==> config.mk <==
export PLATFORM = sky130hd
export DESIGN_NAME = can_hk_ctrl
export DESIGN_NICKNAME = d
export VERILOG_FILES = /design/src/rtl/can_hk_pkg.sv /design/src/rtl/mailbox_ram.sv /design/src/rtl/err_counter.sv /design/src/rtl/can_hk_ctrl.sv
export VERILOG_INCLUDE_DIRS = /design/src /design/src/rtl
export SDC_FILE = /design/constraint.sdc
export NUM_CORES = 2
export LEC_CHECK = 0
export ABC_AREA = 1
export ABC_CLOCK_PERIOD_IN_PS = 6500
export BUFFER_PORTS_ARGS = -buffer_cell sky130_fd_sc_hd__buf_2
export CAP_MARGIN = 0
export CELL_PAD_IN_SITES_DETAIL_PLACEMENT = 0
export CELL_PAD_IN_SITES_GLOBAL_PLACEMENT = 1
export CORE_MARGIN = 10
export CORE_UTILIZATION = 50
export CTS_CLUSTER_SIZE = 12
export DETAILED_ROUTE_END_ITERATION = 7
export PLACE_DENSITY = 0.8
export REMOVE_ABC_BUFFERS = 1
export SLEW_MARGIN = 30
export SYNTH_ARGS = -nofsm -noshare
export SYNTH_HDL_FRONTEND = slang
export SYNTH_SLANG_ARGS = --single-unit
==> constraint.sdc <==
create_clock -name sys_clk_i -period 6.5 [get_ports sys_clk_i]
set_input_delay 0 -clock sys_clk_i [delete_from_list [all_inputs] [get_ports sys_clk_i]]
set_output_delay 0 -clock sys_clk_i [all_outputs]
set_load 0.005 [all_outputs]
==> src/rtl/can_hk_defs.svh <==
`ifndef CAN_HK_DEFS_SVH
`define CAN_HK_DEFS_SVH

// Register word indices on the 16-bit bus
`define OFF_CTRL      8'h00
`define OFF_GSR       8'h01
`define OFF_IRR       8'h02
`define OFF_IRR_CLR   8'h03
`define OFF_IMR       8'h04
`define OFF_MAILBOX_IRQ_MASK     8'h05
`define OFF_REC       8'h06
`define OFF_TEC       8'h07
`define OFF_RXPEND    8'h08
`define MBX_BASE      8'h40

`define CTRL_SLEEP    0
`define CTRL_DMA0     2
`define CTRL_AUTOWAKE 7

`define GSR_BUSOFF    0
`define GSR_RXWARN    1
`define GSR_PASSIVE   2
`define GSR_RESET     3

`define IRQ_RESET     0
`define IRQ_MBX_RX    1
`define IRQ_REMOTE    2
`define IRQ_RXWARN    4
`define IRQ_PASSIVE   5
`define IRQ_BUSOFF    6
`define IRQ_RECOV     7
`define IRQ_TXDONE    8
`define IRQ_ACTIVITY  12

`define CTRL_RST      16'h0000
`define IRR_RST       16'h0001
`define IMR_RST       16'hFFFF
`define MAILBOX_IRQ_MASK_RST     16'hFFFF

`define REC_WARN      8'd96
`define REC_RECOV     8'd128
`define REC_PASSIVE   8'd128
`define REC_RELOAD    8'd127
`define REC_ERR_BIG   8'd8
`define TEC_PASSIVE   9'd128
`define TEC_BUSOFF    9'd256
`define TEC_ERR_INC   9'd8

`endif

==> src/rtl/can_hk_pkg.sv <==
package can_hk_pkg;

  typedef struct packed {
    logic [15:0] rx_done;
    logic [15:0] rx_remote;
    logic [15:0] tx_done;
    logic [15:0] tx_cancel;
  } mbx_evt_t;

  typedef struct packed {
    logic rx_err;
    logic rx_err_big;
    logic rx_ok;
    logic tx_err;
    logic tx_ok;
    logic recessive11;
  } err_evt_t;

  typedef struct packed {
    logic [7:0] rec;
    logic [8:0] tec;
    logic       busoff;
    logic       warn;
    logic       recov;
  } err_st_t;

  typedef struct packed {
    logic [15:0] ctrl;
    logic [15:0] flags;
    logic [15:0] interrupt_mask_register;
    logic [15:0] mailbox_irq_mask;
    logic [15:0] rx_pend;
    logic [2:0]  sync;
    logic        bus_lvl;
    logic        sleep;
    logic        done;
    logic        mb_sel;
    logic [15:0] rdata;
    logic        dma_req;
    logic        busoff_prev;
    logic        passive_prev;
  } hk_st_t;

endpackage

==> src/rtl/mailbox_ram.sv <==
module mailbox_ram #(
  parameter int DEPTH = 64,
  parameter int AW    = 6
) (
  input  wire logic          sys_clk_i,
  input  wire logic          we_i,
  input  wire logic [1:0]    be_i,
  input  wire logic [AW-1:0] addr_i,
  input  wire logic [15:0]   wdata_i,
  output logic      [15:0]   rdata_o
);
  typedef struct packed {
    logic [DEPTH-1:0][15:0] mem;
    logic [15:0]            rdata;
  } ram_st_t;

  ram_st_t q;
  ram_st_t d;

  if (DEPTH > (1 << AW)) begin : g_bad_depth
    $error("mailbox_ram: DEPTH exceeds address range");
  end

  always_comb begin
    d = q;
    d.rdata = q.mem[addr_i];
    if (we_i && be_i[0]) d.mem[addr_i][7:0] = wdata_i[7:0];
    if (we_i && be_i[1]) d.mem[addr_i][15:8] = wdata_i[15:8];
  end

  // No reset: contents survive every controller reset
  always_ff @(posedge sys_clk_i) begin
    q <= d;
  end

  assign rdata_o = q.rdata;
endmodule

==> src/rtl/err_counter.sv <==
module err_counter (
  input  wire logic                 sys_clk_i,
  input  wire logic                 rst_i,
  input  wire can_hk_pkg::err_evt_t ev_i,
  output logic      [7:0]           rec_o,
  output logic      [8:0]           tec_o,
  output logic                      busoff_o,
  output logic                      passive_o,
  output logic                      warn_o,
  output logic                      recov_o
);
  import can_hk_pkg::*;
  `include "can_hk_defs.svh"

  err_st_t q;
  err_st_t d;

  function automatic logic [7:0] sat_add(input logic [7:0] a,
                                         input logic [7:0] b);
    logic [8:0] s;
    s = {1'b0, a} + {1'b0, b};
    return s[8] ? 8'hFF : s[7:0];
  endfunction

  always_comb begin
    d = q;
    d.warn = 1'b0;
    d.recov = 1'b0;
    if (q.busoff) begin
      // Receive counter reused for runs of 11 recessive bits
      if (ev_i.recessive11) begin
        d.rec = sat_add(q.rec, 8'd1);
        if (d.rec == `REC_WARN) d.warn = 1'b1;
        if (d.rec == `REC_RECOV) begin
          d.recov = 1'b1;
          d.rec = 8'd0;
          d.tec = 9'd0;
          d.busoff = 1'b0;
        end
      end
    end else begin
      if (ev_i.rx_err_big) d.rec = sat_add(q.rec, `REC_ERR_BIG);
      else if (ev_i.rx_err) d.rec = sat_add(q.rec, 8'd1);
      else if (ev_i.rx_ok && q.rec > `REC_PASSIVE) d.rec = `REC_RELOAD;
      else if (ev_i.rx_ok && q.rec != 8'd0) d.rec = q.rec - 8'd1;
      if (ev_i.tx_err) d.tec = q.tec + `TEC_ERR_INC;
      else if (ev_i.tx_ok && q.tec != 9'd0) d.tec = q.tec - 9'd1;
      if (d.rec >= `REC_WARN && q.rec < `REC_WARN) d.warn = 1'b1;
      if (d.tec >= `TEC_BUSOFF) begin
        d.busoff = 1'b1;
        d.rec = 8'd0;
      end
    end
  end

  always_ff @(posedge sys_clk_i) begin
    if (rst_i) q <= '0;
    else q <= d;
  end

  assign rec_o = q.rec;
  assign tec_o = q.tec;
  assign busoff_o = q.busoff;
  assign passive_o = !q.busoff && (q.tec >= `TEC_PASSIVE ||
                                   q.rec >= `REC_PASSIVE);
  assign warn_o = q.warn;
  assign recov_o = q.recov;
endmodule

==> src/rtl/can_hk_ctrl.sv <==
// The address map and register access over Avalon-MM are this design's own decisions.
module can_hk_ctrl #(
  parameter int MBX_WORDS = 4
) (
  input  wire logic                 sys_clk_i,
  input  wire logic                 rst_i,
  input  wire logic [7:0]           avs_address_i,
  input  wire logic                 avs_read_i,
  input  wire logic                 avs_write_i,
  input  wire logic [1:0]           avs_byteenable_i,
  input  wire logic [15:0]          avs_writedata_i,
  output logic      [15:0]          avs_readdata_o,
  output logic                      avs_waitrequest_o,
  input  wire logic                 can_rx_i,
  input  wire logic                 bus_idle_i,
  input  wire can_hk_pkg::mbx_evt_t mbx_ev_i,
  input  wire can_hk_pkg::err_evt_t err_ev_i,
  input  wire logic                 dma_done_i,
  output logic                      dma_req_o,
  output logic                      sleep_o,
  output logic                      irq_o
);
  import can_hk_pkg::*;
  `include "can_hk_defs.svh"

  localparam int DEPTH = 16 * MBX_WORDS;
  localparam int AW = $clog2(DEPTH);

  if (MBX_WORDS != 1 && MBX_WORDS != 2 && MBX_WORDS != 4 &&
      MBX_WORDS != 8) begin : g_bad_words
    $error("can_hk_ctrl: MBX_WORDS must be 1, 2, 4 or 8");
  end

  hk_st_t      q;
  hk_st_t      d;
  logic        acc;
  logic        wr;
  logic        mb_hit;
  logic [7:0]  mb_off;
  logic [15:0] clr;
  logic [15:0] set;
  logic [15:0] pend_clr;
  logic [15:0] general_status_register;
  logic [15:0] rx_unmasked;
  logic        act;
  logic [15:0] ram_rdata;
  logic [7:0]  rec;
  logic [8:0]  tec;
  logic        busoff;
  logic        passive;
  logic        warn_p;
  logic        recov_p;

  function automatic logic [15:0] merge(input logic [15:0] old,
                                        input logic [15:0] wd,
                                        input logic [1:0]  be);
    merge = old;
    if (be[0]) merge[7:0] = wd[7:0];
    if (be[1]) merge[15:8] = wd[15:8];
  endfunction

  err_counter u_err (
    .sys_clk_i (sys_clk_i),
    .rst_i     (rst_i),
    .ev_i      (err_ev_i),
    .rec_o     (rec),
    .tec_o     (tec),
    .busoff_o  (busoff),
    .passive_o (passive),
    .warn_o    (warn_p),
    .recov_o   (recov_p)
  );

  // Bus takes one wait cycle; the 16-bit data path rules out long words
  assign acc = (avs_read_i || avs_write_i) && !q.done;
  assign wr = acc && avs_write_i;
  assign mb_off = avs_address_i - `MBX_BASE;
  assign mb_hit = avs_address_i >= `MBX_BASE &&
                  {24'h0, mb_off} < DEPTH;

  mailbox_ram #(
    .DEPTH (DEPTH),
    .AW    (AW)
  ) u_mbx (
    .sys_clk_i (sys_clk_i),
    .we_i      (wr && mb_hit),
    .be_i      (avs_byteenable_i),
    .addr_i    (mb_off[AW-1:0]),
    .wdata_i   (avs_writedata_i),
    .rdata_o   (ram_rdata)
  );

  // Reset-state bit mirrors sleep
  assign general_status_register = {12'h000, q.sleep, passive,
                rec >= `REC_WARN, busoff};

  // Mailbox 0 in DMA mode keeps its receptions away from the flag
  assign rx_unmasked = mbx_ev_i.rx_done & ~q.mailbox_irq_mask &
                       ~{15'h0000, q.ctrl[`CTRL_DMA0]};

  // Dominant level seen once the last two stages agree
  assign act = q.sleep && q.bus_lvl && !q.sync[2] &&
               (q.sync[1] == q.sync[2]);

  always_comb begin
    d = q;
    clr = 16'h0000;
    pend_clr = 16'h0000;
    set = 16'h0000;
    d.sync = {q.sync[1:0], can_rx_i};
    if (q.sync[1] == q.sync[2]) d.bus_lvl = q.sync[2];
    d.done = acc;
    d.busoff_prev = busoff;
    d.passive_prev = passive;

    set[`IRQ_MBX_RX] = |rx_unmasked;
    set[`IRQ_REMOTE] = |(mbx_ev_i.rx_remote & ~q.mailbox_irq_mask);
    set[`IRQ_TXDONE] = |((mbx_ev_i.tx_done | mbx_ev_i.tx_cancel) &
                         ~q.mailbox_irq_mask);
    set[`IRQ_RXWARN] = warn_p;
    set[`IRQ_RECOV] = recov_p;
    set[`IRQ_BUSOFF] = busoff && !q.busoff_prev;
    set[`IRQ_PASSIVE] = passive && !q.passive_prev;
    set[`IRQ_ACTIVITY] = act;

    if (wr) begin
      unique case (avs_address_i)
        `OFF_CTRL:
          d.ctrl = merge(q.ctrl, avs_writedata_i, avs_byteenable_i);
        `OFF_IRR_CLR:
          clr = merge(16'h0000, avs_writedata_i, avs_byteenable_i);
        `OFF_IMR:
          d.interrupt_mask_register = merge(q.interrupt_mask_register, avs_writedata_i, avs_byteenable_i);
        `OFF_MAILBOX_IRQ_MASK:
          d.mailbox_irq_mask = merge(q.mailbox_irq_mask, avs_writedata_i, avs_byteenable_i);
        `OFF_RXPEND:
          pend_clr = merge(16'h0000, avs_writedata_i, avs_byteenable_i);
        default: ;
      endcase
    end

    // Set beats a clear arriving in the same cycle
    d.flags = (q.flags & ~clr) | set;

    // Completed DMA acknowledges mailbox 0 on its own
    if (dma_done_i) pend_clr[0] = 1'b1;
    d.rx_pend = (q.rx_pend & ~pend_clr) | mbx_ev_i.rx_done;

    if (dma_done_i) d.dma_req = 1'b0;
    if (q.ctrl[`CTRL_DMA0] && mbx_ev_i.rx_done[0]) d.dma_req = 1'b1;

    // Sleep waits for an idle bus before it is taken
    if (!d.ctrl[`CTRL_SLEEP]) d.sleep = 1'b0;
    else if (bus_idle_i) d.sleep = 1'b1;
    if (act && q.ctrl[`CTRL_AUTOWAKE]) begin
      d.ctrl[`CTRL_SLEEP] = 1'b0;
      d.sleep = 1'b0;
    end

    if (acc) begin
      d.mb_sel = mb_hit;
      unique case (avs_address_i)
        `OFF_CTRL:    d.rdata = q.ctrl;
        `OFF_GSR:     d.rdata = general_status_register;
        `OFF_IRR:     d.rdata = q.flags;
        `OFF_IMR:     d.rdata = q.interrupt_mask_register;
        `OFF_MAILBOX_IRQ_MASK:   d.rdata = q.mailbox_irq_mask;
        `OFF_REC:     d.rdata = {8'h00, rec};
        `OFF_TEC:     d.rdata = {7'h00, tec};
        `OFF_RXPEND:  d.rdata = q.rx_pend;
        default:      d.rdata = 16'h0000;
      endcase
    end
  end

  always_ff @(posedge sys_clk_i) begin
    if (rst_i) begin
      q <= '0;
      q.ctrl <= `CTRL_RST;
      q.flags <= `IRR_RST;
      q.interrupt_mask_register <= `IMR_RST;
      q.mailbox_irq_mask <= `MAILBOX_IRQ_MASK_RST;
      q.bus_lvl <= 1'b1;
      q.sync <= 3'h7;
    end else begin
      q <= d;
    end
  end

  assign avs_waitrequest_o = (avs_read_i || avs_write_i) && !q.done;
  assign avs_readdata_o = q.mb_sel ? ram_rdata : q.rdata;
  assign dma_req_o = q.dma_req;
  assign sleep_o = q.sleep;
  // Reset event bypasses the mask
  assign irq_o = q.flags[`IRQ_RESET] || |(q.flags & ~q.interrupt_mask_register);
endmodule

Word-level counts from Yosys, hierarchy flattened
Index checks and enable logic that the tools add are counted.
{"block": "classes", "n_addsub": 6, "magnitude_cmp": 11, "eq_ne": 13, "muxes": 42, "bitwise_logic": 18, "reduce_logical": 45}
{"op": "$bwmux W1024", "count": 2}
{"op": "$mux W1024", "count": 2}
{"op": "$demux W16 S6", "count": 2}
{"op": "$pmux W16 S8", "count": 1}
{"op": "$and A16 B16 Y16", "count": 7}
{"op": "$mux W16", "count": 7}
{"op": "$bmux W16 S6", "count": 1}
{"op": "$mux W8", "count": 11}
{"op": "$not A16 Y16", "count": 4}
{"op": "$reduce_or A16 Y1", "count": 4}
{"op": "$eq A8 B3 Y1 const B", "count": 4}
{"op": "$or A16 B16 Y16", "count": 2}
{"op": "$mux W9", "count": 3}
{"op": "$ge A8 B7 Y1 const B", "count": 3}
{"op": "$mux W20", "count": 1}
{"op": "$logic_and A1 B1 Y1", "count": 19}
{"op": "$mux W19", "count": 1}
{"op": "$mux W18", "count": 1}
{"op": "$reduce_and A3 Y1", "count": 6}
{"op": "$eq A8 B2 Y1 const B", "count": 2}
{"op": "$lt A8 B7 Y1 const B", "count": 2}
{"op": "$not A1 Y16", "count": 1}
{"op": "$or A16 B13 Y16", "count": 1}
{"op": "$mux W1", "count": 10}
{"op": "28 further kinds", "count": 38}
{"block": "word_totals", "reg_bits": 1166, "inputBits": 103, "out_inout_bits": 20, "wordCells": 223}

Logic depth before layout (Yosys ltp)
{"block": "depth", "depth_word": 11, "depth_mapped": 15, "depth_no_buf": 14}

By module
Synthesis repeated with hierarchy kept, for this count alone.
{"block": "hier_totals", "cells_unflattened": 6162, "area_unflattened_um2": 54847.6}
{"mod": "mailbox_ram", "n_inst": 1, "cells_each": 5089, "area_each_um2": 47692.0}
{"mod": "can_hk_ctrl", "n_inst": 1, "cells_each": 788, "area_each_um2": 5343.9}
{"mod": "err_counter", "n_inst": 1, "cells_each": 285, "area_each_um2": 1811.7}

Worst setup path before layout
Ideal clock, no wire load.
{"block": "synth_timing", "path_type": "register to register", "start": "register q[20] in the netlist's numbering", "end": "register u_mbx.q[160] in the netlist's numbering (enable)", "arrival_time_ps": 1769, "path_slack_ps": 4347, "path_stages_with_launch": 9, "path_buffers": 1, "synth_period_minus_slack_ps": 2153, "path_cell_list": "dfxtp_1 nor2_1 nand2_1 inv_1 nand2_1 clkinv_1 nand2_1 clkbuf_1 nor3_1"}
{"block": "synth_via", "elab_chain_cells": 8, "elab_cells_between_ends": 9, "cone_classes": "mux: 3; reduce/logical: 6"}
{"item": "from (decl)", "line": "can_hk_ctrl.sv:34", "source": "hk_st_t q;"}
{"item": "$logic_not A1 Y1 *", "line": "can_hk_ctrl.sv:75", "source": "assign acc = (avs_read_i || avs_write_i) && !q.done;"}
{"item": "$logic_and A1 B1 Y1 *", "line": "can_hk_ctrl.sv:75"}
{"item": "$logic_and A1 B1 Y1 *", "line": "can_hk_ctrl.sv:76", "source": "assign wr = acc && avs_write_i;"}
{"item": "$logic_and A1 B1 Y1 *", "line": "can_hk_ctrl.sv:86", "source": ".we_i (wr && mb_hit),"}
{"item": "$logic_and A1 B1 Y1", "line": "mailbox_ram.sv:27", "source": "if (we_i && be_i[0]) d.mem[addr_i][7:0] = wdata_i[7:0];"}
{"item": "$mux W1024", "line": "mailbox_ram.sv:27"}
{"item": "$bwmux W1024", "line": "mailbox_ram.sv:28", "source": "if (we_i && be_i[1]) d.mem[addr_i][15:8] = wdata_i[15:8];"}
{"item": "$mux W1024 *", "line": "mailbox_ram.sv:28"}
{"item": "to (signal assigned)", "line": "mailbox_ram.sv:33", "source": "q <= d;"}
{"item": "to (decl)", "line": "mailbox_ram.sv:17", "source": "ram_st_t q;"}
Every way passes the cells marked *; elsewhere a longest branch is shown, timed or not.
A chain may end at the register's enable or synchronous reset.

==> results.toml <==
[run_status]
outcome = "complete, but fails checks"
violations = "hold timing"

[clocking]
cts_max_path_buffers = 3
holdBufCountCts = 74
clkTransAtPathRegs_ns = 0.06
clkLatencyLatePin_ns = 0.71
h-tree-depth = 3
cts_resized = 0
numCtsBuffers = 119
cts_tree = "done"
root_buffer = "clkbuf_16"
postCtsSetupBuffers = 0
cts.sinks = 1166

[placed_design]
port_buffers = 122
hpwl_um = 84000
gp_congestion = 0.8671
dpl_cell_area_sq_um = 50610

[routing]
wl_um = 140600
viasPerCell = 5.984
drcViolationCount = 0
wl_per_cell_um = 24.44
dr.pass1.iters = 6
vias = 34430
ant_nets = 0
drtIter0Drc = 4039

[die]
die_area_sq_um = 110400
ios = 123
die-width_um = 332.2
core_area_sq_um = 96710
rows = 114
start_util_pct = 50.39
die_h_um = 332.2

[pwr]
p_leak_nw = 18.08
ir_worst_vdd_uv = 247.4
power_density_nw_per_um2 = 284.9
clkPwrFrac_pct = 40.7
power.total_mw = 15.69
swShare_pct = 23.10
p_seq_share_pct = 52.2
power_switching_mw = 3.625
combPwrFrac_pct = 7.1
p_int_mw = 12.07

[cells_and_area]
drive_gt1_share_pct = 11.60
syn_to_final_growth_pct = 13.01
fin_area_sq_um = 55080
final_nets = 4491

[worst_setup_path]
crit_required_ns = 7.06
cp_cell_sequence = "nor2_1, buf_4, nand2_1, inv_1, nand2_1, inv_2, nand2_4, buf_4, nor2_1, inv_1, nor2_1"
cp_slowest_cell = "nor2_1"
startpoint_type = "flip-flop"
critPathMaxStageDelay_ns = 0.69
end_kind = "flip-flop"
cpMostUsedCell = "nor2_1"
critical_path_class = "reg -> reg"
critPathMaxFanout = 37
crit_arrival_ns = 3.92

[synthesis]
synthXorXnorAreaFrac_pct = 0.05392
synth_simple_gate_area_share_pct = 14.95
synthAdderAreaFrac_pct = 0.2311
syn-cell-area_sq_um = 48730
synth_compound_area_share_pct = 11.25
avgSynthCellArea_sq_um = 11.47
synth_async_sr_flop_share_pct = 0
syn_inst = 4250
yosysTopAreaCellShare_pct = 63.10
ys_warn_count = 0
synth.distinct_cells = 46
synth_top_family_by_area = "simple AND/OR/NAND/NOR gates"
yosys-mux-area-fraction_pct = 0.3697
synth_largest_area_cell = "edfxtp_1"
synthTopCellsByArea = "edfxtp_1 63%, nand2_1 5.9%, dfxtp_1 5.8%, a22oi_1 5.3%, nor2_1 4.8%"
ys_seq_elements = 1166
synth_edf_count = 1024
ys_seq_area_share_pct = 68.93
synth_ff_type = "edfxtp_1"
synth_most_common_cell = "edfxtp_1"
ys_top_cells_by_count = "1024 x edfxtp_1, 762 x nand2_1, 625 x nor2_1"

[min_path]
hold_class = "in -> reg"

[sta]
hold_viol_final = 9
finalCritPeriodShare_pct = 51.74
final-setup-viol-count = 0
tightest_slew_ns = 1.023
finalMaxSlewViolations = 0
skew_ns = 0.02480
slew_headroom_pct = 31.83
grt_setup_unrepaired = "no"
fmax_ghz = 0.2973
whs_ns = -0.01329
layout_min_cycle_time_ns = 3.363

[global_routing]
grt_max_degree = 127
gr-total-overflow = 0
grt_antenna_before_repair = 1
grt_pass1_wl_um = 210200
grt_pass1_vias = 33340
track_usage_pct = 24.58

[flow_run]
max-cap-violations = 0
-- power groups by stage --
stage / clock, mW / sequential, mW / combinational (mW)
floorplan: 0 / 8.32 / 0.606
global placement: 0 / 8.35 / 1.05
detailed placement: 0 / 8.35 / 1.06
CTS: 6.44 / 8.20 / 1.10
global route: 6.75 / 8.20 / 1.21
finish: 6.38 / 8.20 / 1.12
-- cell usage in the layout (no fill, tap or decap), types with 9 or more instances in the layout --
cell type      Yosys  routed
mux2_2            16      16
edfxtp_1        1024    1024
ha_1               9       9
a221oi_1          11      11
dlygate4sd3_1      0      75
a22oi_1          346     346
nand2_1          762     759
clkbuf_16          0     124
o211ai_1          51      51
o21ai_0           95      95
clkbuf_1         141      48
a21oi_1          146     146
nor2_1           625     625
o31ai_1           12      12
o221ai_1          11      11
a41oi_1           40      40
buf_4              3      71
inv_1            199     191
clkinv_1           4      26
o22ai_1           24      24
o21ai_1           48      48
nand3_1          116     116
nor3_2            47      76
clkinv_2           0      17
a31oi_1           21      21
inv_2             39      44
nor3_1            65      36
dfxtp_1          142     141
buf_2            100     121
nor2_2            13      10
nand4_1           68      68
-- worst max-delay path: cells and delay by family (launching register included) --
| family | cells | cell delay (ns) |
|---|---|---|
| DFF | 1 | 0.29 |
| buffers and inverters | 5 | 1.37 |
| and+or+nand+nor | 6 | 1.48 |
-- area by class of cell --
type	instances	area [sq um]
tap	1276	1597
clock buffer	174	3311
timing repair buffer	277	2103
multi-input combinational	2573	13260
fill	8037	41630
antenna	1	2.502
sequential	1166	33590
inverter	242	925.9
clock inverter	44	285.3
-- state kept, by name, indices dropped and copies added (netlist names) --
register        flops
u_err.rec_o         8
u_err.busoff_o      1
d                   2
u_err.recov_o       1
dma_req_o           1
q                 102
u_mbx.rdata_o      16
sleep_o             1
u_err.tec_o         9
u_mbx.q          1024
u_err.warn_o        1
-- metal layers --
layer / vias up / GRT usage [%] / routed length (um)
met4: 0 / 7.859 / 4205
met3: 258 / 4.316 / 12350
met1: 16950 / 33.45 / 56940
met2: 1661 / 39.78 / 67120
li1: 15560 / - / -
met5: - / 0 / 0
-- through the flow --
step	TNS [ns]	util (%)	instances	setup slack (ns)
floorplan	-0.06413	-	3981	-0.008017
global placement	0	52.22	5456	3.014
detailed placement	0	52.33	5458	3.007
CTS	0	56.82	5750	3.031
global route	0	56.95	5753	2.944
finish	0	56.95	5753	3.137
-- path summary, 6_finish.rpt --
path | end | cells after the start | start | slack [ns]
setup / recovery | u_mbx.q[93]$_DFFE_PP_ | 11 | q[20]$_SDFF_PP0_ | 3.14
hold / removal | u_mbx.q[961]$_DFFE_PP_ | 2 | avs_writedata_i[1] | -0.01
setup reg to reg | u_mbx.q[93]$_DFFE_PP_ | 11 | q[20]$_SDFF_PP0_ | 3.14
hold reg to reg | d[25]$_SDFF_PP1_ | 1 | d[24]$_SDFF_PP1_ | 0.42
-- cells by family after synthesis --
group | Yosys count
and+or+nand+nor | 1724
DFF | 1166
buffers and inverters | 511
xor gates and xnor gates | 3
adders and majority gates | 9
muxes | 16
AOI/OAI and AO/OA | 821
(Power assumes the default switching activity.)
